<file path="src/pnsp_pkg.sv">
/*
  Package for the pipelined no-turnaround SRAM port: organisation
  constants, pipeline depth, interleaved burst step codes and port state encodings.
  Assumes a single clock domain; included by every design file.
*/
package pnsp_pkg;
  localparam int ADDR_W_DEF   = 21;
  localparam int LANES_DEF    = 2;
  localparam int PARITY_DEF   = 1;
  localparam int LANE_BITS    = 8;
  localparam int BURST_BITS   = 2;
  localparam int PIPE_DEPTH   = 2;
  localparam logic [1:0] BURST_STEP1 = 2'h1;
  localparam logic [1:0] BURST_STEP2 = 2'h2;
  localparam logic [1:0] BURST_STEP3 = 2'h3;
  localparam int MEM_WORDS_DEF = 64;

  typedef enum logic [2:0] {
    PNSP_IDLE  = 3'h1,
    PNSP_READ  = 3'h2,
    PNSP_WRITE = 3'h4
  } pnsp_state_e;
endpackage : pnsp_pkg

</file>
<file path="src/pnsp_mem.sv">
/*
  Byte-lane memory array for the SRAM port. Writes are lane-masked,
  read data is registered. Assumes a single clock; no reset on the array
  since stored contents have no defined power-up value.
*/
`timescale 1ns/1ps
module pnsp_mem
  import pnsp_pkg::*;
#(
  parameter int AW    = 6,
  parameter int LANES = 2,
  parameter int LW    = 9
) (
  input  wire logic                  i_ref_clk,  // clock
  input  wire logic                  i_we,       // write strobe
  input  wire logic [LANES-1:0]      i_lane_we,  // per-lane enables
  input  wire logic [AW-1:0]         i_waddr,    // write address
  input  wire logic [LANES*LW-1:0]   i_wdata,    // write data
  input  wire logic [AW-1:0]         i_raddr,    // read address
  output logic      [LANES*LW-1:0]   o_rdata     // registered read data
);
  logic [LANES-1:0][LW-1:0] rd_lane;

  genvar g;
  generate
    for (g = 0; g < LANES; g++) begin : g_lane
      // one array per lane so each lane has a single writing process
      logic [LW-1:0] mem [2**AW];
      logic          hit;

      // write-first: a read of the word written on this edge sees the new
      // lane, so a read issued right behind a write stays coherent
      assign hit = i_we && i_lane_we[g] && (i_waddr == i_raddr);

      always_ff @(posedge i_ref_clk) begin
        if (i_we && i_lane_we[g]) begin
          mem[i_waddr] <= i_wdata[g*LW +: LW];
        end
        rd_lane[g] <= hit ? i_wdata[g*LW +: LW] : mem[i_raddr];
      end
    end
  endgenerate

  assign o_rdata = rd_lane;
endmodule : pnsp_mem

</file>
<file path="src/pnsp_port.sv">
/*
  Pipelined no-turnaround SRAM port: decodes the synchronous command pins,
  runs the two-bit burst counter, schedules writes two edges after their
  address and returns reads two edges after their address.
  Assumes the controller holds burst_mode static and idles before sleep.
  The array modelled here is small; only the low address bits index it.
*/
`timescale 1ns/1ps
// Operation
// - chip selects true, load low, write-enable high at enabled edge: new read
// - chip selects true, load low, write low, some lane low: new write
// - load low with any select false deselects; load high keeps deselect
// - load high advances burst address, keeping direction; selects ignored
// - write with all lanes high writes nothing, bus stays undriven
// - clock enable high: edge ignored, command state and address held; sleep synchronizer still samples
// - stalled read keeps bus driven; stalled write performs no write
// - each lane enable covers eight data bits plus its parity bit
// - only lanes with low enables are updated on a write
// - burst mode high: interleaved order, low bits XOR 1, 2, 3
// - burst mode low: linear order, low bits count up and wrap
// - output enable gates read data asynchronously; no drive otherwise
// - sleep request high powers down, contents kept
// - command state changes only on the rising clock edge or when the async reset asserts
module pnsp_port
  import pnsp_pkg::*;
#(
  parameter int ADDR_W  = ADDR_W_DEF,
  parameter int LANES   = LANES_DEF,
  parameter int PARITY  = PARITY_DEF,
  parameter int MEM_AW  = 6,
  localparam int LW     = LANE_BITS + PARITY,
  localparam int DW     = LANES * LW
) (
  input  wire logic              i_ref_clk,            // clock
  input  wire logic              i_rst_n,              // async reset
  input  wire logic              i_clk_en_n,           // clock enable
  input  wire logic              i_chip_sel_n,         // first select
  input  wire logic              i_chip_sel_high,      // second select
  input  wire logic              i_chip_sel_second_n,  // third select
  input  wire logic              i_load_or_advance,    // high = advance
  input  wire logic              i_write_n,            // write enable
  input  wire logic [LANES-1:0]  i_lane_write_n,       // lane enables
  input  wire logic [ADDR_W-1:0] i_address_bus,        // address
  input  wire logic              i_burst_mode,         // 1 interleaved
  input  wire logic              i_out_en_n,           // async out enable
  input  wire logic              i_sleep_request,      // power down
  input  wire logic [DW-1:0]     i_data_bus,           // data bus input
  output logic      [DW-1:0]     o_data_bus,           // data bus output
  output logic                   o_data_bus_oe_n,      // low = driving
  output logic                   o_sleeping            // sleep status
);
  // pipeline slot: what happens on the bus two edges after the command
  typedef struct packed {
    logic              rd;
    logic              wr;
    logic [LANES-1:0]  lanes;
    logic [ADDR_W-1:0] addr;
  } pnsp_slot_s;

  typedef struct packed {
    pnsp_state_e       st;
    logic [ADDR_W-1:0] base;
    logic [1:0]        cnt;
    logic              zz1;
    logic              zz2;
    pnsp_slot_s        p1;
    pnsp_slot_s        p2;
  } pnsp_state_s;

  pnsp_state_s s_q;
  pnsp_state_s s_d;

  logic              sel_all;
  logic              zz_active;
  logic [1:0]        low_bits;
  logic [ADDR_W-1:0] cmd_addr;
  logic              cmd_rd;
  logic              cmd_wr;
  logic [LANES-1:0]  cmd_lanes;
  logic              do_wr;
  logic [DW-1:0]     rd_data;

  assign sel_all   = !i_chip_sel_n && i_chip_sel_high
                     && !i_chip_sel_second_n;
  assign zz_active = s_q.zz2;
  assign o_sleeping = s_q.zz2;

  always_comb begin
    s_d       = s_q;
    cmd_rd    = 1'b0;
    cmd_wr    = 1'b0;
    cmd_lanes = '0;
    cmd_addr  = s_q.base;
    low_bits  = s_q.cnt;
    s_d.zz1   = i_sleep_request;
    s_d.zz2   = s_q.zz1;
    // edge ignored while clock enable is high or while asleep
    if (!i_clk_en_n && !zz_active) begin
      s_d.p2 = s_q.p1;
      if (!i_load_or_advance) begin
        if (sel_all) begin
          s_d.base = i_address_bus;
          s_d.cnt  = '0;
          cmd_addr = i_address_bus;
          if (i_write_n) begin
            s_d.st = PNSP_READ;
            cmd_rd = 1'b1;
          end else begin
            s_d.st    = PNSP_WRITE;
            cmd_wr    = 1'b1;
            cmd_lanes = ~i_lane_write_n;
          end
        end else begin
          s_d.st = PNSP_IDLE;
        end
      end else begin
        // selects and write enable ignored; direction kept
        s_d.cnt = s_q.cnt + 2'h1;
        if (i_burst_mode) begin
          unique case (s_d.cnt)
            2'h1:    low_bits = s_q.base[1:0] ^ BURST_STEP1;
            2'h2:    low_bits = s_q.base[1:0] ^ BURST_STEP2;
            2'h3:    low_bits = s_q.base[1:0] ^ BURST_STEP3;
            default: low_bits = s_q.base[1:0];
          endcase
        end else begin
          low_bits = s_q.base[1:0] + s_d.cnt;
        end
        cmd_addr = {s_q.base[ADDR_W-1:BURST_BITS], low_bits};
        unique case (s_q.st)
          PNSP_READ: cmd_rd = 1'b1;
          PNSP_WRITE: begin
            cmd_wr    = 1'b1;
            cmd_lanes = ~i_lane_write_n;
          end
          PNSP_IDLE: cmd_rd = 1'b0;
        endcase
      end
      // all lanes high on a write is an abort: no write, no drive
      s_d.p1.rd    = cmd_rd;
      s_d.p1.wr    = cmd_wr && (|cmd_lanes);
      s_d.p1.lanes = cmd_lanes;
      s_d.p1.addr  = cmd_addr;
    end
  end

  // write happens on the edge where its data is on the bus
  assign do_wr = !i_clk_en_n && !zz_active && s_q.p2.wr;

  always_ff @(posedge i_ref_clk or negedge i_rst_n) begin
    if (!i_rst_n) begin
      s_q <= '{st: PNSP_IDLE, default: '0};
    end else begin
      s_q <= s_d;
    end
  end

  // the array reads the slot entering position 2 on the same edge that
  // the older write lands, so it must forward the written lanes
  pnsp_mem #(
    .AW    (MEM_AW),
    .LANES (LANES),
    .LW    (LW)
  ) u_mem (
    .i_ref_clk (i_ref_clk),
    .i_we      (do_wr),
    .i_lane_we (s_q.p2.lanes),
    .i_waddr   (s_q.p2.addr[MEM_AW-1:0]),
    .i_wdata   (i_data_bus),
    .i_raddr   (s_d.p2.addr[MEM_AW-1:0]),
    .o_rdata   (rd_data)
  );

  // read data registered on the edge that moves the read into slot 2;
  // out enable is applied combinationally, so it acts without the clock
  assign o_data_bus      = rd_data;
  assign o_data_bus_oe_n = !(s_q.p2.rd && !i_out_en_n);

  // is structural: widths follow ADDR_W, LANES and PARITY

  read_latency_a: assert property (
    @(posedge i_ref_clk) disable iff (!i_rst_n)
    (!i_clk_en_n && !zz_active && !i_load_or_advance && sel_all
     && i_write_n) ##1 (!i_clk_en_n && !zz_active) |=> s_q.p2.rd)
    else $error("read not in output slot after two edges");

  stall_hold_a: assert property (
    @(posedge i_ref_clk) disable iff (!i_rst_n)
    i_clk_en_n |=> (s_q.p2 == $past(s_q.p2) && s_q.st == $past(s_q.st)))
    else $error("state changed on an ignored edge");

  abort_nodrive_a: assert property (
    @(posedge i_ref_clk) disable iff (!i_rst_n)
    (!i_clk_en_n && !zz_active && !i_load_or_advance && sel_all
     && !i_write_n && (&i_lane_write_n)) |=> !s_q.p1.wr && !s_q.p1.rd)
    else $error("write abort scheduled a transfer");

  deselect_a: assert property (
    @(posedge i_ref_clk) disable iff (!i_rst_n)
    (!i_clk_en_n && !zz_active && !i_load_or_advance && !sel_all)
    |=> s_q.st == PNSP_IDLE && !s_q.p1.rd && !s_q.p1.wr)
    else $error("deselect did not idle the port");

  burst_dir_a: assert property (
    @(posedge i_ref_clk) disable iff (!i_rst_n)
    (!i_clk_en_n && !zz_active && i_load_or_advance
     && s_q.st == PNSP_READ) |=> s_q.p1.rd && s_q.st == PNSP_READ)
    else $error("burst lost its read direction");

  interleave_a: assert property (
    @(posedge i_ref_clk) disable iff (!i_rst_n)
    (!i_clk_en_n && !zz_active && i_load_or_advance && i_burst_mode
     && s_q.cnt == 2'h0) |=> s_q.p1.addr[1:0] == ($past(s_q.base[1:0])
     ^ 2'h1))
    else $error("interleaved first beat wrong");

  linear_a: assert property (
    @(posedge i_ref_clk) disable iff (!i_rst_n)
    (!i_clk_en_n && !zz_active && i_load_or_advance && !i_burst_mode
     && s_q.cnt == 2'h1) |=> s_q.p1.addr[1:0] == 2'($past(s_q.base[1:0])
     + 2'h2))
    else $error("linear second beat wrong");

  oe_gate_a: assert property (
    @(posedge i_ref_clk) disable iff (!i_rst_n)
    (!s_q.p2.rd || i_out_en_n) |-> o_data_bus_oe_n)
    else $error("bus driven outside an enabled read");

  stall_nowrite_a: assert property (
    @(posedge i_ref_clk) disable iff (!i_rst_n)
    i_clk_en_n |-> !do_wr)
    else $error("array written on a stalled edge");

  // the checks below look one edge ahead or at the same edge; ignored edges
  // and sleep get their own checks so each failure points at one cause
  stall_addr_a: assert property (
    @(posedge i_ref_clk) disable iff (!i_rst_n)
    i_clk_en_n |=> $stable(s_q.base) && $stable(s_q.cnt))
    else $error("burst address moved on an ignored edge");

  pipe_shift_a: assert property (
    @(posedge i_ref_clk) disable iff (!i_rst_n)
    (!i_clk_en_n && !zz_active) |=> s_q.p2 == $past(s_q.p1))
    else $error("pipeline slot did not advance on a taken edge");

  new_read_a: assert property (
    @(posedge i_ref_clk) disable iff (!i_rst_n)
    (!i_clk_en_n && !zz_active && !i_load_or_advance && sel_all
     && i_write_n) |=> s_q.p1.rd && s_q.st == PNSP_READ
     && s_q.p1.addr == $past(i_address_bus))
    else $error("new read not started at the external address");

  new_write_a: assert property (
    @(posedge i_ref_clk) disable iff (!i_rst_n)
    (!i_clk_en_n && !zz_active && !i_load_or_advance && sel_all
     && !i_write_n && !(&i_lane_write_n)) |=> s_q.p1.wr
     && s_q.st == PNSP_WRITE && s_q.p1.addr == $past(i_address_bus))
    else $error("new write not started at the external address");

  write_dir_a: assert property (
    @(posedge i_ref_clk) disable iff (!i_rst_n)
    (!i_clk_en_n && !zz_active && i_load_or_advance
     && s_q.st == PNSP_WRITE) |=> !s_q.p1.rd && s_q.st == PNSP_WRITE)
    else $error("burst lost its write direction");

  idle_hold_a: assert property (
    @(posedge i_ref_clk) disable iff (!i_rst_n)
    (!i_clk_en_n && !zz_active && i_load_or_advance
     && s_q.st == PNSP_IDLE) |=> s_q.st == PNSP_IDLE && !s_q.p1.rd
     && !s_q.p1.wr)
    else $error("advance left the deselected state");

  lane_mask_a: assert property (
    @(posedge i_ref_clk) disable iff (!i_rst_n)
    (!i_clk_en_n && !zz_active && i_load_or_advance
     && s_q.st == PNSP_WRITE) |=> s_q.p1.lanes == ~$past(i_lane_write_n))
    else $error("burst write lanes do not follow the enables");

  oe_read_a: assert property (
    @(posedge i_ref_clk) disable iff (!i_rst_n)
    (s_q.p2.rd && !i_out_en_n) |-> !o_data_bus_oe_n)
    else $error("enabled read not driving the bus");

  interleave_last_a: assert property (
    @(posedge i_ref_clk) disable iff (!i_rst_n)
    (!i_clk_en_n && !zz_active && i_load_or_advance && i_burst_mode
     && s_q.cnt == 2'h2) |=> s_q.p1.addr[1:0] == ($past(s_q.base[1:0])
     ^ 2'h3))
    else $error("interleaved last beat wrong");

  linear_wrap_a: assert property (
    @(posedge i_ref_clk) disable iff (!i_rst_n)
    (!i_clk_en_n && !zz_active && i_load_or_advance && !i_burst_mode
     && s_q.cnt == 2'h3) |=> s_q.p1.addr == $past(s_q.base))
    else $error("linear burst did not wrap to its start");

  sleep_hold_a: assert property (
    @(posedge i_ref_clk) disable iff (!i_rst_n)
    zz_active |=> s_q.p2 == $past(s_q.p2) && $stable(s_q.base)
     && $stable(s_q.st))
    else $error("state changed while asleep");

  sleep_sync_a: assert property (
    @(posedge i_ref_clk) disable iff (!i_rst_n)
    $past(i_rst_n, 2) |-> o_sleeping == $past(i_sleep_request, 2))
    else $error("sleep status not two edges behind the request");
endmodule : pnsp_port

</file>
<file path="config.mk">
export PLATFORM = sky130hd
export DESIGN_NAME = pnsp_port
export DESIGN_NICKNAME = d
export VERILOG_FILES = /design/src/pnsp_pkg.sv /design/src/pnsp_mem.sv /design/src/pnsp_port.sv
export SDC_FILE = /design/constraint.sdc
export NUM_CORES = 1
export LEC_CHECK = 0
export BUFFER_PORTS_ARGS = -buffer_cell sky130_fd_sc_hd__buf_2
export CAP_MARGIN = 10
export CORE_MARGIN = 5
export CORE_UTILIZATION = 65
export DETAILED_ROUTE_END_ITERATION = 6
export GPL_TIMING_DRIVEN = 1
export HOLD_SLACK_MARGIN = 0.08
export PLACE_DENSITY = 0.78
export SYNTH_ARGS = -nofsm -noshare
export SYNTH_HDL_FRONTEND = slang
export SYNTH_HIERARCHICAL = 1
export SYNTH_SLANG_ARGS = --single-unit
</file>
<file path="constraint.sdc">
create_clock -name i_ref_clk -period 5.3 [get_ports i_ref_clk]
set_clock_uncertainty 0.15 [all_clocks]
set_input_delay 1.06 -clock i_ref_clk [delete_from_list [all_inputs] [get_ports i_ref_clk]]
set_output_delay 1.06 -clock i_ref_clk [all_outputs]
set_load 0.05 [all_outputs]
</file>
After elaboration in Yosys (flattened, before gate mapping)
Memories as Yosys holds them, arrays and structs flattened. A register that Yosys moved wholly into a read port is not among the register bits.
Cells that the tools add are included.
{"block": "op_classes", "addsub": 2, "n_eq_ne": 5, "muxes": 27, "bitwise": 5, "reduce_logical": 19}
{"op": "21-bit two-way mux", "n": 2}
{"op": "2-bit two-way mux", "n": 8}
{"op": "1-bit two-way mux", "n": 13}
{"op": "1-bit logical AND", "n": 8}
{"op": "1-bit logical NOT", "n": 6}
{"op": "3-bit two-way mux", "n": 2}
{"op": "6-bit two-way mux", "n": 1}
{"op": "2-bit case mux with 3 select lines", "n": 1}
{"op": "2-bit equality test (second input constant)", "n": 2}
{"op": "2-bit NOT", "n": 2}
{"op": "2-bit AND reduction", "n": 2}
{"op": "3-bit by 2-bit equality test with 1-bit output (second input constant)", "n": 1}
{"op": "3-bit equality test (second input constant)", "n": 1}
{"op": "1-bit NOT", "n": 3}
{"op": "3-bit AND reduction", "n": 1}
{"op": "2-bit by 1-bit adder with 2-bit output (second input constant)", "n": 1}
{"op": "2-bit adder", "n": 1}
{"op": "2-bit by 1-bit equality test with 1-bit output (second input constant)", "n": 1}
{"op": "2-bit nonzero test", "n": 1}
{"op": "2-bit OR reduction", "n": 1}
{"block": "word_totals", "regBits": 63, "mem_bits_rw": 1152, "input_bits": 52, "out_inout_bits": 20, "word_cells": 73, "n_memories": 2}
{"name": "u_mem.g_lane[0].mem", "words": 64, "width": 9, "read_ports": 1, "rd_clocked_by_memory_dff": 1, "write_ports": 1, "line_no": "pnsp_mem.sv:28", "rtl": "logic [LW-1:0] mem [2**AW];"}
{"name": "u_mem.g_lane[1].mem", "words": 64, "width": 9, "read_ports": 1, "rd_clocked_by_memory_dff": 1, "write_ports": 1, "line_no": "pnsp_mem.sv:28"}

Depth between registers and ports, before layout
Gate-level depths: netlist of the first run.
{"block": "logic_depth", "depth_word": 8, "mapped_depth": 9, "ltp_nobuf": 6}

Modules after synthesis
The synthesis of the first run kept the hierarchy.
{"module": "pnsp_mem", "instances": 1, "cells_each": 1984, "area_each_um2": 44645.3, "seq_area_each_um2": 34713.3}
{"module": "pnsp_port", "instances": 1, "cells_each": 155, "area_each_um2": 1485.2, "seq_area_each_um2": 827.0}

Worst setup path after synthesis of the first run
OpenSTA, ideal clock, no wires.
{"block": "synth_path", "path_type": "reg2out", "from": "reg with a tool-made name", "to": "out o_data_bus[11]", "arrival_time_ns": 2.699, "required_ns": 4.090, "path_slack_ns": 1.391, "stages_incl_launch_ff": 8, "n_path_buf": 4, "path_cell_list": "dfxtp_1 buf_2 buf_2 buf_2 buf_1 mux4_2 o221ai_1 o31ai_1"}
{"element": "to (decl)", "line_no": "pnsp_port.sv:48", "rtl": "output logic [DW-1:0] o_data_bus,"}

==> reports/qor.csv, run 1 <==
metric,value,unit
worst path required time,4090,ps
Leak,16.0,nW
Overflow after GRT,0,
fin. max-slew vios,0,
Reg area,0.0356,mm²
Hold EP,o_sleeping,
VDD IR max,0.341,mV
Routed Antenna Nets,0,
launching point of the worst reg2reg path,o_sleeping,
Finished Core Util,73.0,%
Tcrit/Tclk final,95.8,%
CP Buf/Inv Count,3,
Final #Nets,2323,
async set-reset flop share out of synthesis,2.77,%
syn avg cell area,21.6,µm²
register area share after synthesis,77.0,%
filler instances,3712,
CP startpoint kind,flip-flop,
top cell type's share of synthesized area,75.0,%
WL/cell,32.2,µm
multi-input logic area,0.00991,mm²
"Hold Vio Cnt, Final",0,
Port Buf Inserts,56,
R2R Path End,u_mem/g_lane[1].mem[63][2],
max_cap viols,0,
Crit Path Max Fanout,36,
top_reg_cell synth,edfxtp_1,
hold slack,205,ps
synth unique cells,45,
Clock Tree Buf Depth,3,
WP data arrival,3870,ps
worst hold start,s_d[50],
worst-margin pin slew,1230,ps
"CP delay by family, top",multiplexers,
cell mode on critical path,buf_12,
hold crit path type,flip-flop to flip-flop,
Ys Warns,6,
drt first pass iters,5,
Root Driver,clkbuf_16,
final WL,106,mm
die width,276,µm
clock-pin slew on the worst setup and hold paths,60,ps
initial cell density of the core,65.6,%
number of synthesized flops with an enable pin,1152,
vias,22700,
largest area contributor in the netlist,edfxtp_1,
cts bufs inserted,112,
"slowest stage delay, CP",710,ps
Post-DP HPWL,61.7,mm
htree depth,3,
flop-to-flop setup slack,1920,ps
RSZ-0062 raised after global routing,no,
Worst R2R Path Depth,6,
Hold Path Cell Cnt,0,
"flops & latches, synth",1191,
first-pass GRT wire length,157,mm
Power Density,425,mW/mm²
area grow syn2layout,11.3,%
"Critical Path, Cell by Cell","buf_12, buf_12, mux4_2, mux2i_1, a211oi_1, a22oi_1, o21ai_0, buf_2",
f_max,197,MHz
min cycle time layout,5080,ps
worst relative slew slack,17.9,%
I/O pins,72,
GRT Util Overall,27.9,%
core area,0.0703,mm²
Die ar.,0.0764,mm²
syn nets,2196,
RD Place Congestion,0.832,
Initial DRC Count,3157,
Rows,97,
Via density,6.90,
DRC viols,0,
final setup fails,0,
initial antenna violation count,1,
CP endpoint kind,output pin,
status,finished clean,
Fin Setup TNS,0,ps
vias in the first global route,23100,
CTS resizes,0,
# clock sinks,1191,
slowest CP cell,dfxtp_4,
share of cells above drive strength 1,25.9,%
most area-consuming cells after synthesis,"edfxtp_1 75%, mux4_2 15%, dfrtp_1 1.7%",
total setup buffers inserted after CTS,0,
synthesized area,0.0461,mm²
CTS tree,built,
die height,276,µm
pin count of the biggest net entering global routing,65,
Post-CTS Hold Buffers,0,
Synth Instances,2139,
Clock Latency Late Sink,650,ps
CP Class,flip-flop to output pin,
-- how the worst max path moves through the flow --
stage	to	cells past startpoint	slack, ps	startpoint
finish	o_data_bus[10]	8	220	flip-flop
floorplan	o_data_bus[11]	7	1390	flip-flop
CTS	o_data_bus[10]	8	10	flip-flop
global placement	o_data_bus[0]	9	920	flip-flop
global route	o_data_bus[10]	8	100	flip-flop
detailed placement	o_data_bus[10]	8	790	flip-flop
-- synthesized netlist by cell type (all sizes together) (2+ instances only) --
cell type     n
a211oi       19
a21oi         6
a221oi       14
a22oi        18
a31oi         5
and2          6
buf          74
clkbuf       43
clkinv        2
dfrtp        32
dfxtp         6
edfxtp     1152
ha            5
inv          14
mux2i        69
mux4        305
nand2        88
nand2b        2
nand3         8
nand3b       10
nor2        148
nor2b        14
nor3          5
o211ai        2
o21ai        37
o221ai       18
o22ai         4
o31ai        15
or2           2
or3           3
or3b          5
-- per-stage QoR --
step,total power [mW],cells,instance area [µm²],setup WS [ps]
detailed placement,14.1,3086,47600,794
finish,21.8,3298,51300,222
global placement,14.0,3086,47600,916
global route,22.5,3296,51300,104
floorplan,13.0,2139,46100,1390
CTS,21.8,3290,51200,13.3
-- state kept, by name (all words and copies together), names as in the netlist, named ones only --
name and flops:
s_q 31, o_sleeping 1, u_mem/g_lane.mem 1152, s_d 1
-- power by group --
| part | total [mW] | switching, mW | internal [mW] |
|---|---|---|---|
| registers | 10.5 | 0.146 | 10.4 |
| clock network | 7.82 | 3.36 | 4.45 |
| logic | 3.46 | 2.06 | 1.40 |
-- worst reg2reg max path: stages (launching register included) --
cell and delay (ps):
dfrtp_1 390, nor2_1 110, buf_4 200, and2_1 160, and2_1 360, nand2b_1 590, nor2_1 1050
-- final cells by class --
type                    count  area share, %
well taps                 940           2.29
multi-input cells         815           19.3
clock inverters            55           1.02
clock buffers             149           5.97
diodes                      2        0.00975
flip-flops and latches   1191           69.3
repair buffers            130           2.02
inverters                  16          0.117
-- cell usage in the layout (no fill, tap or decap), types with 10 or more instances in the layout --
cell	count
clkinv_1	17
mux4_2	305
buf_12	16
buf_2	56
nand3b_1	10
nor2_1	148
clkbuf_16	115
clkinv_2	22
a22oi_1	18
o21ai_0	21
inv_1	14
clkbuf_1	28
nand2_1	88
o21ai_1	14
dfrtp_1	32
mux2i_1	69
a221oi_1	14
o31ai_1	15
a211oi_1	19
edfxtp_1	1152
o221ai_1	18
nor2b_1	14
buf_4	58
-- kinds of logic (layout without fill, tap and decap cells) --
| group | Yosys count | in the layout | synth area share, % |
|---|---|---|---|
| AND/OR/NAND/NOR | 294 | 294 | 2.73 |
| XOR/XNOR | 1 | 1 | 0.0488 |
| multiplexers | 375 | 375 | 16.4 |
| flip-flops | 1191 | 1191 | 77.0 |
| AO/OA/AOI/OAI | 140 | 140 | 2.15 |
| buffers and inverters | 133 | 350 | 1.48 |
| adder cells (fa/ha/maj) | 5 | 5 | 0.136 |
| other | 0 | 2 | 0 |
-- routing by layer --
layer / GRT usage [%] / up-vias / wire [µm]
met5: 0 / - / 0
met4: 10.5 / 0 / 4370
met3: 6.19 / 232 / 11100
met2: 43.9 / 1475 / 52200
met1: 39.6 / 11900 / 38400
li1: - / 9166 / -
No activity file was read; power rests on OpenSTA's default activity.
==> run 2: changes to the inputs <==
--- a/config.mk
+++ b/config.mk
@@ -15,5 +15,4 @@
 export PLACE_DENSITY = 0.78
 export SYNTH_ARGS = -nofsm -noshare
 export SYNTH_HDL_FRONTEND = slang
-export SYNTH_HIERARCHICAL = 1
 export SYNTH_SLANG_ARGS = --single-unit
==> reports/qor.csv, run 2 <==
metric,value,unit,change
launching point of the worst reg2reg path,s_q[3],,
drt first pass iters,6,,+1
Final Cell Area,0.0509,mm²,-0.80%
total setup buffers inserted after CTS,0,,unchanged
fin. max-slew vios,0,,unchanged
Leak,15.8,nW,-1.6%
Crit Path Max Fanout,29,,-19%
min cycle time layout,4990,ps,-87.2 ps
Post-CTS Hold Buffers,0,,unchanged
Total Power,21.8,mW,about the same
Hold Path Cell Cnt,0,,unchanged
number of synthesized flops with an enable pin,1152,,unchanged
most frequent cells in the layout,"1152 x edfxtp_1, 300 x mux4_2, 167 x nor2_1, 113 x clkbuf_16, 89 x nand2_1",,
RD Place Congestion,0.847,,+1.8%
"commonest non-fill, non-tap cell in the layout",edfxtp_1,,
Root Driver,clkbuf_16,,
# clock sinks,1191,,unchanged
P_int,16.1,mW,-0.88%
Initial DRC Count,3403,,+7.8%
DRC viols,0,,unchanged
syn nets,2208,,+0.55%
max_cap viols,0,,unchanged
hold slack,206,ps,+0.958 ps
share of cells above drive strength 1,25.2,%,-0.72 points
core area,0.0701,mm²,-0.17%
most area-consuming cells after synthesis,"edfxtp_1 75%, mux4_2 15%, dfrtp_1 1.7%",,
CP Class,flip-flop to output pin,,
Port Buf Inserts,56,,unchanged
Synth Instances,2151,,+0.56%
"flops & latches, synth",1191,,unchanged
worst path required time,4090,ps,about the same
Hold EP,o_sleeping,,
f_max,200,MHz,+1.7%
Sw Pwr,5.73,mW,+2.8%
async set-reset flop share out of synthesis,2.77,%,unchanged
Commonest cells post-synth,"1152 x edfxtp_1, 300 x mux4_2, 167 x nor2_1",,
Rows,97,,unchanged
syn avg cell area,21.4,µm²,-0.87%
Placed Area,0.0473,mm²,-0.70%
VDD IR max,0.499,mV,+46%
Ys Warns,0,,-6
Final #Nets,2301,,-0.95%
status,finished clean,,
CP endpoint kind,output pin,,
PnR worst setup slack,309,ps,+87.2 ps
Regs by FF count,"u_mem.g_lane.mem x1152, s_q x31",,
"Hold Vio Cnt, Final",0,,unchanged
Tcrit/Tclk final,94.2,%,-1.6 points
hold crit path type,flip-flop to flip-flop,,
cell with the most instances after synthesis,edfxtp_1,,
pin count of the biggest net entering global routing,65,,unchanged
htree depth,3,,unchanged
clock share of power,35.4,%,-0.5 points
largest area contributor in the netlist,edfxtp_1,,
switch share,26.3,%,+0.70 points
final setup fails,0,,unchanged
Overflow after GRT,0,,unchanged
vias,22600,,-0.75%
Final Non-Filler Cells,3283,,-0.45%
Clock Tree Buf Depth,3,,unchanged
flop-to-flop setup slack,1900,ps,-20 ps
cts bufs inserted,112,,unchanged
top cell type's share of synthesized area,75.2,%,+0.23 points
Worst R2R Path Depth,3,,-3
combinational share of power,16.0,%,about the same
Fin Setup TNS,0,ps,unchanged
R2R Path End,u_mem.g_lane[0].mem[44][7],,
Power Density,428,mW/mm²,+0.87%
max reg flops,1152,,unchanged
initial antenna violation count,13,,+12
Die ar.,0.0762,mm²,-0.30%
initial cell density of the core,65.6,%,-0.090 points
worst-margin pin slew,1310,ps,+73.2 ps
area grow syn2layout,10.7,%,
die width,276,µm,-0.15%
worst relative slew slack,13.0,%,-4.9 points
CTS tree,built,,
RSZ-0062 raised after global routing,no,,
Via density,6.88,,-0.30%
top_reg_cell synth,edfxtp_1,,
WL/cell,31.9,µm,-0.71%
DP Cell Count,3066,,-0.65%
worst hold start,s_d[50],,
WP data arrival,3780,ps,-90 ps
CTS resizes,0,,unchanged
vias in the first global route,22800,,-1.3%
clock-pin slew on the worst setup and hold paths,60,ps,about the same
synth unique cells,41,,-8.9%
CP startpoint kind,flip-flop,,
Clock Latency Late Sink,660,ps,about the same
die height,276,µm,-0.15%
I/O pins,72,,unchanged
first-pass GRT wire length,155,mm,-1.6%
register area share after synthesis,77.3,%,+0.24 points
Post-DP HPWL,60.7,mm,-1.6%
pre-CTS WS,1000,ps,+209 ps
GRT Util Overall,28.2,%,+0.36 points
final WL,105,mm,-1.2%
Reg power frac,48.6,%,+0.3 points
Routed Antenna Nets,0,,unchanged
synthesized area,0.0460,mm²,-0.31%
Top reg by flops,u_mem.g_lane.mem,,
Finished Core Util,72.6,%,-0.46 points
-- run 2: changes by cell type after synthesis, sizes merged, moves of 14 or more --
cell,change
nor2,+19
a221oi,-14
o22ai,+23
a21oi,+28
clkbuf,+14
-- run 2: worst max path at each step --
stage,startpoint,endpoint,slack [ps],depth (start not counted)
finish,flip-flop,o_data_bus[9],310,7
global route,flip-flop,o_data_bus[13],180,7
CTS,flip-flop,o_data_bus[5],310,8
detailed placement,flip-flop,o_data_bus[5],1000,8
global placement,flip-flop,o_data_bus[3],1010,8
floorplan,flip-flop,o_data_bus[0],1460,7
-- run 2: cells by family after synthesis --
| group | Yosys count | synth area share (%) |
|---|---|---|
| adders and majority gates | 5 | 0.136 |
| muxes | 379 | 16.4 |
| AOI/OAI and AO/OA | 163 | 2.19 |
| and+or+nand+nor | 289 | 2.55 |
| DFF | 1191 | 77.3 |
| xor gates and xnor gates | 2 | 0.0381 |
| buffers and inverters | 122 | 1.36 |
-- run 2: power by group through the flow --
stage | combinational [mW] | clock (mW) | sequential [mW]
after global routing | 3.65 | 8.23 | 10.6
after detailed placement | 3.43 | 0 | 10.8
after global placement | 3.38 | 0 | 10.8
after CTS | 3.47 | 7.78 | 10.6
final | 3.49 | 7.72 | 10.6
after floorplan | 2.43 | 0 | 10.6
-- run 2: per-layer routing --
| metal | global-route usage (%) | part of all wire, % | vias up |
|---|---|---|---|
| met5 | 0 | 0.020 | - |
| li1 | - | - | 9117 |
| met1 | 41.1 | 37 | 11800 |
| met3 | 5.81 | 10 | 219 |
| met4 | 8.79 | 3.7 | 4 |
| met2 | 44.7 | 49 | 1464 |
-- run 2: final cells by class --
| cell class | count | area [µm²] |
|---|---|---|
| Sequential cell | 1191 | 35600 |
| Fill cell | 3927 | 19200 |
| Multi-Input combinational cell | 838 | 9820 |
| Clock buffer | 128 | 2890 |
| Tap cell | 940 | 1180 |
| Timing Repair Buffer | 97 | 796 |
| Clock inverter | 78 | 639 |
| Antenna cell | 7 | 17.5 |
| Inverter | 4 | 15.0 |
-- run 2: critical path, stage by stage, from the launching register on --
cell and delay [ps]:
dfxtp_4 660, buf_12 320, mux4_2 560, mux2i_1 280
a21oi_1 170, o21ai_1 570, o31ai_1 260, buf_2 280
